## src/rtl/socket_supervisor_regs.vh

```
// constants for the programmer socket supervisor
// assumes a 125 MHz clk; included by bare name from the rtl files
`ifndef SOCKET_SUPERVISOR_REGS_VH
`define SOCKET_SUPERVISOR_REGS_VH
// alternation period in ms and the derived cycle count
`define ALT_PERIOD_MS 1500
`define CLK_KHZ 125000
`define ALT_CYCLES (`ALT_PERIOD_MS * `CLK_KHZ)
// error codes shown on the control unit
`define ERR_NONE 8'h00
`define ERR_E0 8'hE0
`define ERR_E4 8'hE4
`define ERR_E8 8'hE8
`define ERR_E9 8'hE9
`define ERR_EA 8'hEA
// supply level selects
`define VCC_OFF 2'h0
`define VCC_NOM 2'h1
`define VCC_HIGH 2'h2
`define VCC_LOW 2'h3
`define VPP_ZERO 2'h0
`define VPP_NOM 2'h1
`define VPP_HIGH 2'h2
`define VPP_LOW 2'h3
// functions requested by the control unit
`define FN_READ 3'h0
`define FN_PROGRAM 3'h1
`define FN_DUPLICATE 3'h2
`define FN_COMPARE 3'h3
`define FN_UPDATE 3'h4
`define FN_SELF_TEST 3'h5
// tone codes
`define TONE_NONE 2'h0
`define TONE_FAIL 2'h1
`define TONE_FAST 2'h2
`define TONE_SLOW 2'h3
// signature lookup table depth
`define SIG_TABLE_DEPTH 256
`endif

```

## src/rtl/signature_table.v

```verilog
// lookup from an eight-bit signature byte to an algorithm code
// assumes the table is loaded by the host side; read data is registered
module signature_table #(
	parameter DATA_W = 8,
	parameter DEPTH = 256
) (
	input wire clk,
	input wire wr_en,
	input wire [7:0] wr_addr,
	input wire [DATA_W-1:0] wr_data,
	input wire [7:0] rd_addr,
	output reg [DATA_W-1:0] rd_data
);
	reg [DATA_W-1:0] mem [0:DEPTH-1];

	// no reset on the array; contents are defined by loading
	always @(posedge clk)
	begin
		if (wr_en)
			mem[wr_addr] <= wr_data;
		rd_data <= mem[rd_addr];
	end
endmodule

```

## src/rtl/socket_supervisor.v

```verilog
// supervisory sequencer for the programmer plug-in module
// assumes synchronous inputs on clk; analog supplies follow the level selects
`include "socket_supervisor_regs.vh"

// Notes on behaviour
// - two pending messages alternate on the display every 1.5 seconds.
// - socket supply stays off until a function starts and is removed when it ends.
// - after each programmed address, verify at high then low supply with compares.
// - programming supply never reaches the reference socket.
// - shorts on both socket supplies and target programming supply flag overload.
// - program or duplicate entry tests lines and reports E8 without overload on failure.
// - signature line drives to the raised level only, never high, to read and look up the signature.
// - overcurrent lights overload, removes programming supply and reports E8 with fail tone.
// - update reports E9 fast tone for bad code and EA slow tone for a failed write.
// - after reset report E4 for bad select or unseated module, E0 for bad source switches on a keypad unit.
// - busy lights whenever programming supply is applied and throughout duplication.
// - display shows the newly selected device type whenever the switches change.
// - self test steps supplies, address patterns, the programming waveform and short test.
module socket_supervisor #(
	parameter ALT_CYCLES = `ALT_CYCLES,
	parameter ADDR_W = 16
) (
	input wire clk,
	input wire resetn,
	input wire fn_start,
	input wire [2:0] fn_code,
	input wire keypad_unit,
	input wire [7:0] device_select,
	input wire select_valid,
	input wire module_seated,
	input wire source_switch_valid,
	input wire [ADDR_W-1:0] last_addr,
	input wire [7:0] source_data,
	input wire [7:0] target_data,
	input wire vcc_short_ref,
	input wire vcc_short_tgt,
	input wire vpp_short_tgt,
	input wire line_short,
	input wire sig_capable,
	input wire update_code_bad,
	input wire update_write_fail,
	input wire alg_wr_en,
	input wire [7:0] alg_wr_sig,
	input wire [7:0] alg_wr_code,
	output reg [1:0] tgt_vcc_sel,
	output reg ref_vcc_on,
	output reg [1:0] tgt_vpp_sel,
	output wire ref_vpp_on,
	output reg sig_line_high,
	output reg sig_line_raised,
	output reg [ADDR_W-1:0] tgt_addr,
	output reg prog_pulse,
	output reg overload_led,
	output reg busy_led,
	output reg fail_led,
	output reg [1:0] tone,
	output reg [7:0] err_code,
	output reg [7:0] disp_msg,
	output reg [7:0] alg_code,
	output reg fn_done,
	output reg fn_pass
);
	localparam S_IDLE = 4'h0;
	localparam S_LINES = 4'h1;
	localparam S_SIG = 4'h2;
	localparam S_SIG_RD = 4'h3;
	localparam S_PROG = 4'h4;
	localparam S_VHIGH = 4'h5;
	localparam S_VLOW = 4'h6;
	localparam S_END = 4'h7;
	localparam S_TEST = 4'h8;
	localparam S_FAULT = 4'h9;

	reg [3:0] state_r;
	reg [2:0] fn_r;
	reg [2:0] step_r;
	reg [7:0] sel_r;
	reg alt_pick_r;
	reg [31:0] alt_cnt_r;
	reg boot_r;
	wire [7:0] sig_alg;

	// vcc shorts always watched, vpp only while it is applied
	wire short_seen = vcc_short_ref | vcc_short_tgt |
		(vpp_short_tgt & (tgt_vpp_sel != `VPP_ZERO));
	assign ref_vpp_on = 1'b0;

	signature_table #(
		.DATA_W(8),
		.DEPTH(`SIG_TABLE_DEPTH)
	) u_sig (
		.clk(clk),
		.wr_en(alg_wr_en),
		.wr_addr(alg_wr_sig),
		.wr_data(alg_wr_code),
		.rd_addr(target_data),
		.rd_data(sig_alg)
	);

	// display alternation between device type and error message
	always @(posedge clk or negedge resetn)
	begin
		if (!resetn)
		begin
			alt_cnt_r <= 32'h0;
			alt_pick_r <= 1'b0;
			sel_r <= 8'h00;
			disp_msg <= 8'h00;
		end
		else
		begin
			sel_r <= device_select;
			if (err_code == `ERR_NONE || sel_r != device_select)
			begin
				alt_cnt_r <= 32'h0;
				alt_pick_r <= 1'b0;
			end
			else if (alt_cnt_r == ALT_CYCLES - 1)
			begin
				alt_cnt_r <= 32'h0;
				alt_pick_r <= ~alt_pick_r;
			end
			else
				alt_cnt_r <= alt_cnt_r + 32'h1;
			disp_msg <= alt_pick_r ? err_code : device_select;
		end
	end

	// main sequencer
	always @(posedge clk or negedge resetn)
	begin
		if (!resetn)
		begin
			state_r <= S_IDLE;
			fn_r <= `FN_READ;
			step_r <= 3'h0;
			boot_r <= 1'b1;
			tgt_vcc_sel <= `VCC_OFF;
			ref_vcc_on <= 1'b0;
			tgt_vpp_sel <= `VPP_ZERO;
			sig_line_high <= 1'b0;
			sig_line_raised <= 1'b0;
			tgt_addr <= {ADDR_W{1'b0}};
			prog_pulse <= 1'b0;
			overload_led <= 1'b0;
			busy_led <= 1'b0;
			fail_led <= 1'b0;
			tone <= `TONE_NONE;
			err_code <= `ERR_NONE;
			alg_code <= 8'h00;
			fn_done <= 1'b0;
			fn_pass <= 1'b0;
		end
		else
		begin
			fn_done <= 1'b0;
			prog_pulse <= 1'b0;
			boot_r <= 1'b0;
			// power-on checks on the first cycle after release
			if (boot_r)
			begin
				if (!select_valid || !module_seated)
				begin
					err_code <= `ERR_E4;
					fail_led <= 1'b1;
				end
				else if (keypad_unit && !source_switch_valid)
				begin
					err_code <= `ERR_E0;
					fail_led <= 1'b1;
				end
			end
			// overcurrent overrides every state except idle and fault
			if (state_r != S_IDLE && state_r != S_FAULT && short_seen)
			begin
				overload_led <= 1'b1;
				tgt_vpp_sel <= `VPP_ZERO;
				tgt_vcc_sel <= `VCC_OFF;
				ref_vcc_on <= 1'b0;
				busy_led <= 1'b0;
				err_code <= `ERR_E8;
				fail_led <= 1'b1;
				tone <= `TONE_FAIL;
				state_r <= S_FAULT;
			end
			else
			begin
				case (state_r)
					S_IDLE:
					begin
						if (fn_start)
						begin
							// new function clears held faults
							overload_led <= 1'b0;
							fail_led <= 1'b0;
							tone <= `TONE_NONE;
							err_code <= `ERR_NONE;
							fn_r <= fn_code;
							tgt_addr <= {ADDR_W{1'b0}};
							step_r <= 3'h0;
							fn_pass <= 1'b0;
							if (fn_code == `FN_UPDATE)
								state_r <= S_END;
							else
							begin
								tgt_vcc_sel <= `VCC_NOM;
								ref_vcc_on <= (fn_code != `FN_SELF_TEST);
								busy_led <= (fn_code == `FN_DUPLICATE);
								if (fn_code == `FN_PROGRAM || fn_code == `FN_DUPLICATE)
									state_r <= S_LINES;
								else if (fn_code == `FN_SELF_TEST)
									state_r <= S_TEST;
								else
									state_r <= S_END;
							end
						end
					end
					S_LINES:
					begin
						if (line_short)
						begin
							err_code <= `ERR_E8;
							fail_led <= 1'b1;
							tone <= `TONE_FAIL;
							state_r <= S_FAULT;
						end
						else if (sig_capable)
						begin
							// raised level only: the logic-high drive must never meet it
							sig_line_high <= 1'b0;
							sig_line_raised <= 1'b1;
							state_r <= S_SIG;
						end
						else
						begin
							sig_line_high <= 1'b0;
							state_r <= S_PROG;
						end
					end
					S_SIG:
						state_r <= S_SIG_RD; // signature byte on target_data addresses the table
					S_SIG_RD:
					begin
						alg_code <= sig_alg;
						sig_line_raised <= 1'b0;
						sig_line_high <= 1'b0;
						state_r <= S_PROG;
					end
					S_PROG:
					begin
						tgt_vpp_sel <= `VPP_NOM;
						busy_led <= 1'b1;
						prog_pulse <= 1'b1;
						state_r <= S_VHIGH;
					end
					S_VHIGH:
					begin
						tgt_vpp_sel <= `VPP_ZERO;
						busy_led <= (fn_r == `FN_DUPLICATE);
						tgt_vcc_sel <= `VCC_HIGH;
						state_r <= S_VLOW;
					end
					S_VLOW:
					begin
						if (target_data != source_data)
							state_r <= S_FAULT;
						else if (tgt_vcc_sel == `VCC_HIGH)
							tgt_vcc_sel <= `VCC_LOW;
						else if (tgt_addr == last_addr)
						begin
							fn_pass <= 1'b1;
							state_r <= S_END;
						end
						else
						begin
							tgt_vcc_sel <= `VCC_NOM;
							tgt_addr <= tgt_addr + {{(ADDR_W-1){1'b0}}, 1'b1};
							state_r <= S_PROG;
						end
						if (target_data != source_data)
						begin
							fail_led <= 1'b1;
							tone <= `TONE_FAIL;
						end
					end
					S_TEST:
					begin
						// one step per cycle through the test levels
						step_r <= step_r + 3'h1;
						case (step_r)
							3'h0: tgt_vcc_sel <= `VCC_HIGH;
							3'h1: tgt_vcc_sel <= `VCC_LOW;
							3'h2:
							begin
								// busy follows programming supply through the high and low steps
								tgt_vpp_sel <= `VPP_HIGH;
								busy_led <= 1'b1;
							end
							3'h3: tgt_vpp_sel <= `VPP_LOW;
							3'h4:
							begin
								tgt_vpp_sel <= `VPP_ZERO;
								busy_led <= 1'b0;
								tgt_addr <= ~tgt_addr;
							end
							3'h5:
							begin
								tgt_vpp_sel <= `VPP_NOM;
								prog_pulse <= 1'b1;
								busy_led <= 1'b1;
							end
							3'h6:
							begin
								tgt_vpp_sel <= `VPP_ZERO;
								busy_led <= 1'b0;
								tgt_vcc_sel <= `VCC_NOM;
							end
							default:
							begin
								if (line_short)
								begin
									err_code <= `ERR_E8;
									fail_led <= 1'b1;
									state_r <= S_FAULT;
								end
								else
								begin
									fn_pass <= 1'b1;
									state_r <= S_END;
								end
							end
						endcase
					end
					S_END:
					begin
						if (fn_r == `FN_UPDATE)
						begin
							fn_pass <= ~(update_code_bad | update_write_fail);
							if (update_code_bad)
							begin
								err_code <= `ERR_E9;
								tone <= `TONE_FAST;
								fail_led <= 1'b1;
							end
							else if (update_write_fail)
							begin
								err_code <= `ERR_EA;
								tone <= `TONE_SLOW;
								fail_led <= 1'b1;
							end
						end
						else if (fn_r != `FN_PROGRAM && fn_r != `FN_DUPLICATE
							&& fn_r != `FN_SELF_TEST)
							fn_pass <= 1'b1;
						tgt_vcc_sel <= `VCC_OFF;
						ref_vcc_on <= 1'b0;
						tgt_vpp_sel <= `VPP_ZERO;
						busy_led <= 1'b0;
						fn_done <= 1'b1;
						state_r <= S_IDLE;
					end
					S_FAULT:
					begin
						// faults stay lit until reset or next start
						tgt_vcc_sel <= `VCC_OFF;
						ref_vcc_on <= 1'b0;
						tgt_vpp_sel <= `VPP_ZERO;
						sig_line_high <= 1'b0;
						sig_line_raised <= 1'b0;
						busy_led <= 1'b0;
						fn_done <= 1'b1;
						fn_pass <= 1'b0;
						state_r <= S_IDLE;
					end
					default:
						state_r <= S_IDLE;
				endcase
			end
		end
	end
endmodule

```

## config.mk

```make
export PLATFORM = sky130hd
export DESIGN_NAME = socket_supervisor
export DESIGN_NICKNAME = d
export VERILOG_FILES = /design/src/rtl/signature_table.v /design/src/rtl/socket_supervisor.v
export VERILOG_INCLUDE_DIRS = /design/src /design/src/rtl
export SDC_FILE = /design/constraint.sdc
export NUM_CORES = 2
export LEC_CHECK = 0
export ABC_AREA = 1
export BUFFER_PORTS_ARGS = -buffer_cell sky130_fd_sc_hd__buf_2
export CAP_MARGIN = 10
export CORE_AREA = 3 3 466 468
export DETAILED_ROUTE_END_ITERATION = 10
export DIE_AREA = 0 0 469 471
export PLACE_DENSITY = 0.54
export SLEW_MARGIN = 20
export SYNTH_ARGS = -nofsm -noshare
export SYNTH_HDL_FRONTEND = slang
export SYNTH_SLANG_ARGS = --single-unit
```

## constraint.sdc

```tcl
create_clock -name clk -period 2.2 [get_ports clk]
set_input_delay 0.33 -clock clk [delete_from_list [all_inputs] [get_ports clk]]
set_output_delay 0.33 -clock clk [all_outputs]
set_load 0.005 [all_outputs]
```

==> out/qor.yml <==
hp-start: "vcc_short_tgt"
synth_edf_count: 2048
ir_drop_uv: 866
layout.nets: 8568
setup_tns_ns: 0
drc_errors: 0
syn_inst: 7850
port_buffers: 127
core_um2: 214000
max_freq_ghz: 0.488
ys.flop_type: "edfxtp_1"
yosys-top-cells-area: "edfxtp_1 (69%), nand3_1 (12%), nand2_1 (9.8%)"
synth-seq-cells: 2162
syn_to_final_growth_pct: 19.1
power_frac_comb_pct: 9.9
setup_viol: 0
dieHeight_um: 471
hold_depth: 6
worst_r2r_endpoint: "tgt_addr[3]$_DFFE_PN0P_"
rsz0062_at_grt: "no"
postLayoutSetupSlackWorst_ns: 0.152
maxSlewViolCount: 0
yosysMostFrequentCell: "nand2_1"
clock_skew_ns: 0.0455
r2r_setup_slack_ns: 0.15
netlist_area_um2: 89500
period_share_pct: 93.1
path_clk_slew_ns: 0.06
p_sw_mw: 22.7
grt_pass1_vias: 60300
ys_warn_count: 0
min_to: "state_r[1]$_DFFE_PN0P_"
drt-total-wl_um: 268000
clockPowerShare_pct: 40.1
hold_viol_final: 0
seqPwrFrac_pct: 50.0
post_synth_num_cell_types: 52
overflow: 0
synth_top_area_share_pct: 68.7
yosys.area.top_type: "edfxtp_1"
ys_seq_area_share_pct: 71.8
die_x_um: 469
fillers: 19100
swShare_pct: 24.7
clkLatencyLatePin_ns: 0.87
cts-root-buf: "clkbuf_16"
cellPowerDensity_nw_per_um2: 861
cts_max_level: 4
path_max_fanout: 32
synth.cells.most_frequent: "nand2_1 (2328), nand3_1 (2073), edfxtp_1 (2048)"
multi_input_area_um2: 22300
leakage_nw: 39.2
worstPathArrival_ns: 2.76
cp.required_ns: 2.92
cts_buffer_depth: 3
io_pins: 130
antenna_found_initial: 7
r2r_start: "state_r[1]$_DFFE_PN0P_"
max_slew.worst_pin.slew_ns: 0.742
gp_congestion: 0.907
cts_tree: "yes"
register_area_um2: 64300
internal_power_mw: 69.2
async_flop_share_pct: 4.90
r2r_cells: 11
cts_made_buffers: 223
std_cell_rows: 170
drive_gt1_share_pct: 14.7
fin_crit_ns: 2.05
crit_path_start_kind: "register"
initialDrtViolationCount: 6748
grt_max_degree: 97
status: "complete, no violations"
fin_util_pct: 49.8
dieArea_um2: 221000
clock-sinks: 2162
first_pass_iters: 6
maxCapViolations: 0
wl_per_cell_um: 23.3
synth_area_per_cell_um2: 11.4
initial_utilization_pct: 41.8
grt_pass1_wl_um: 398000
grt_usage_pct: 24.1
hpwl_um: 170000
avgViaCountPerCell: 5.43
hp-class: "input port to register"
end_kind: "register"
final_antenna_net_count: 0
pre_cts_slack_ns: -0.546
path_class: "register to register"
vias: 62600
maxSlewHeadroom_pct: 50.6
## critical path: stages (launching register included)
cell and delay [ns]:
dfrtp_1 0.45, nor2_1 0.26, nand2_2 0.16, nand2_2 0.15, a31oi_4 0.06, inv_4 0.15, nand2_2 0.09, a21oi_2 0.16
nand4_4 0.10, buf_12 0.20, nand2_1 0.08, o21ai_2 0.05
## registers in the layout, indices dropped and copies added, names as in the netlist, 4 cells and up
signal         flops
sel_r              8
state_r            4
u_sig.rd_data      8
alg_code           8
tgt_addr          16
err_code           8
u_sig.mem       2048
alt_cnt_r         32
disp_msg           8
## logic make-up after synthesis
group | count (synthesis) | synth area share (%)
compound gates | 130 | 0.907
simple gates | 4847 | 23.5
flops | 2162 | 71.8
fa+ha+maj | 7 | 0.0978
xor+xnor | 23 | 0.225
buf+inv | 672 | 3.32
other cells | 1 | 0.00419
mux | 8 | 0.101
## per-layer routing
layer  track usage [%]  share of wire [%]  vias up  routed length [um]
met5                 0                  0        -                   0
met4              7.52                3.0        0                8090
met3              3.40                6.7      377               18000
met2              38.3                 47     2318              126000
met1              34.2                 43    30900              116000
li1                  -                  -    28900                   -
## how the worst max path moves through the flow
stage / slack (ns) / end / startpoint
floorplan: 0.36 / alt_cnt_r[26]$_DFF_PN0_ / alt_cnt_r[0]$_DFF_PN0_
detailed placement: -0.55 / u_sig.rd_data[4]$_DFF_P_ / target_data[0]
global placement: -0.55 / u_sig.rd_data[5]$_DFF_P_ / target_data[0]
global route: 0.002 / alt_cnt_r[26]$_DFF_PN0_ / alt_cnt_r[1]$_DFF_PN0_
finish: 0.15 / tgt_addr[3]$_DFFE_PN0P_ / state_r[1]$_DFFE_PN0P_
CTS: 0.03 / alt_cnt_r[27]$_DFF_PN0_ / sel_r[4]$_DFF_PN0_
## power by group through the flow
stage	combinational (mW)	sequential [mW]	clock, mW
final	9.11	45.9	36.8
after global routing	9.98	45.9	39.2
after CTS	9.08	45.9	37.5
after detailed placement	8.99	46.8	0
after global placement	8.92	46.8	0
after floorplan	4.77	46.6	0
## final cells by class
class | instances | area share [%]
flip-flops and latches | 2162 | 60.3
multi-input cells | 5018 | 20.9
repair buffers | 914 | 8.16
clock buffers | 281 | 5.46
well taps | 2838 | 3.33
clock inverters | 135 | 1.21
inverters | 168 | 0.629
diodes | 4 | 0.00939
## cell usage in the layout (no fill, tap or decap), types with 36 or more instances in the layout
cell type,Yosys,layout
buf_12,0,156
buf_2,299,113
buf_4,11,597
clkbuf_1,116,56
clkbuf_16,0,223
clkinv_1,1,49
clkinv_2,0,49
dfrtp_1,105,105
dlygate4sd3_1,0,36
edfxtp_1,2048,2048
inv_1,159,155
nand2_1,2328,2316
nand3_1,2073,2073
nor2_1,354,354
o21ai_0,49,48
## metrics by stage
stage | area (um2) | hold slack, ns | instances | power [mW]
2_1_floorplan | 89500 | 0.0344 | 7852 | 51.4
3_3_place_gp | 99100 | 0.343 | 11100 | 55.7
3_5_place_dp | 99100 | 0.339 | 11100 | 55.8
4_1_cts | 107000 | 0.00243 | 11500 | 92.5
5_1_grt | 107000 | 0.0463 | 11500 | 95.1
6_report | 107000 | 0.0857 | 11500 | 91.8
## what timing repair did
item / CTS / global route
setup buffers: 0 / 2
setup endpoints to repair: 0 / 29
hold buffers: 37 / 0
endpoints found under the hold margin: 528 / 0
resized for setup: 0 / 8
No activity file was read; power rests on OpenSTA's default activity.
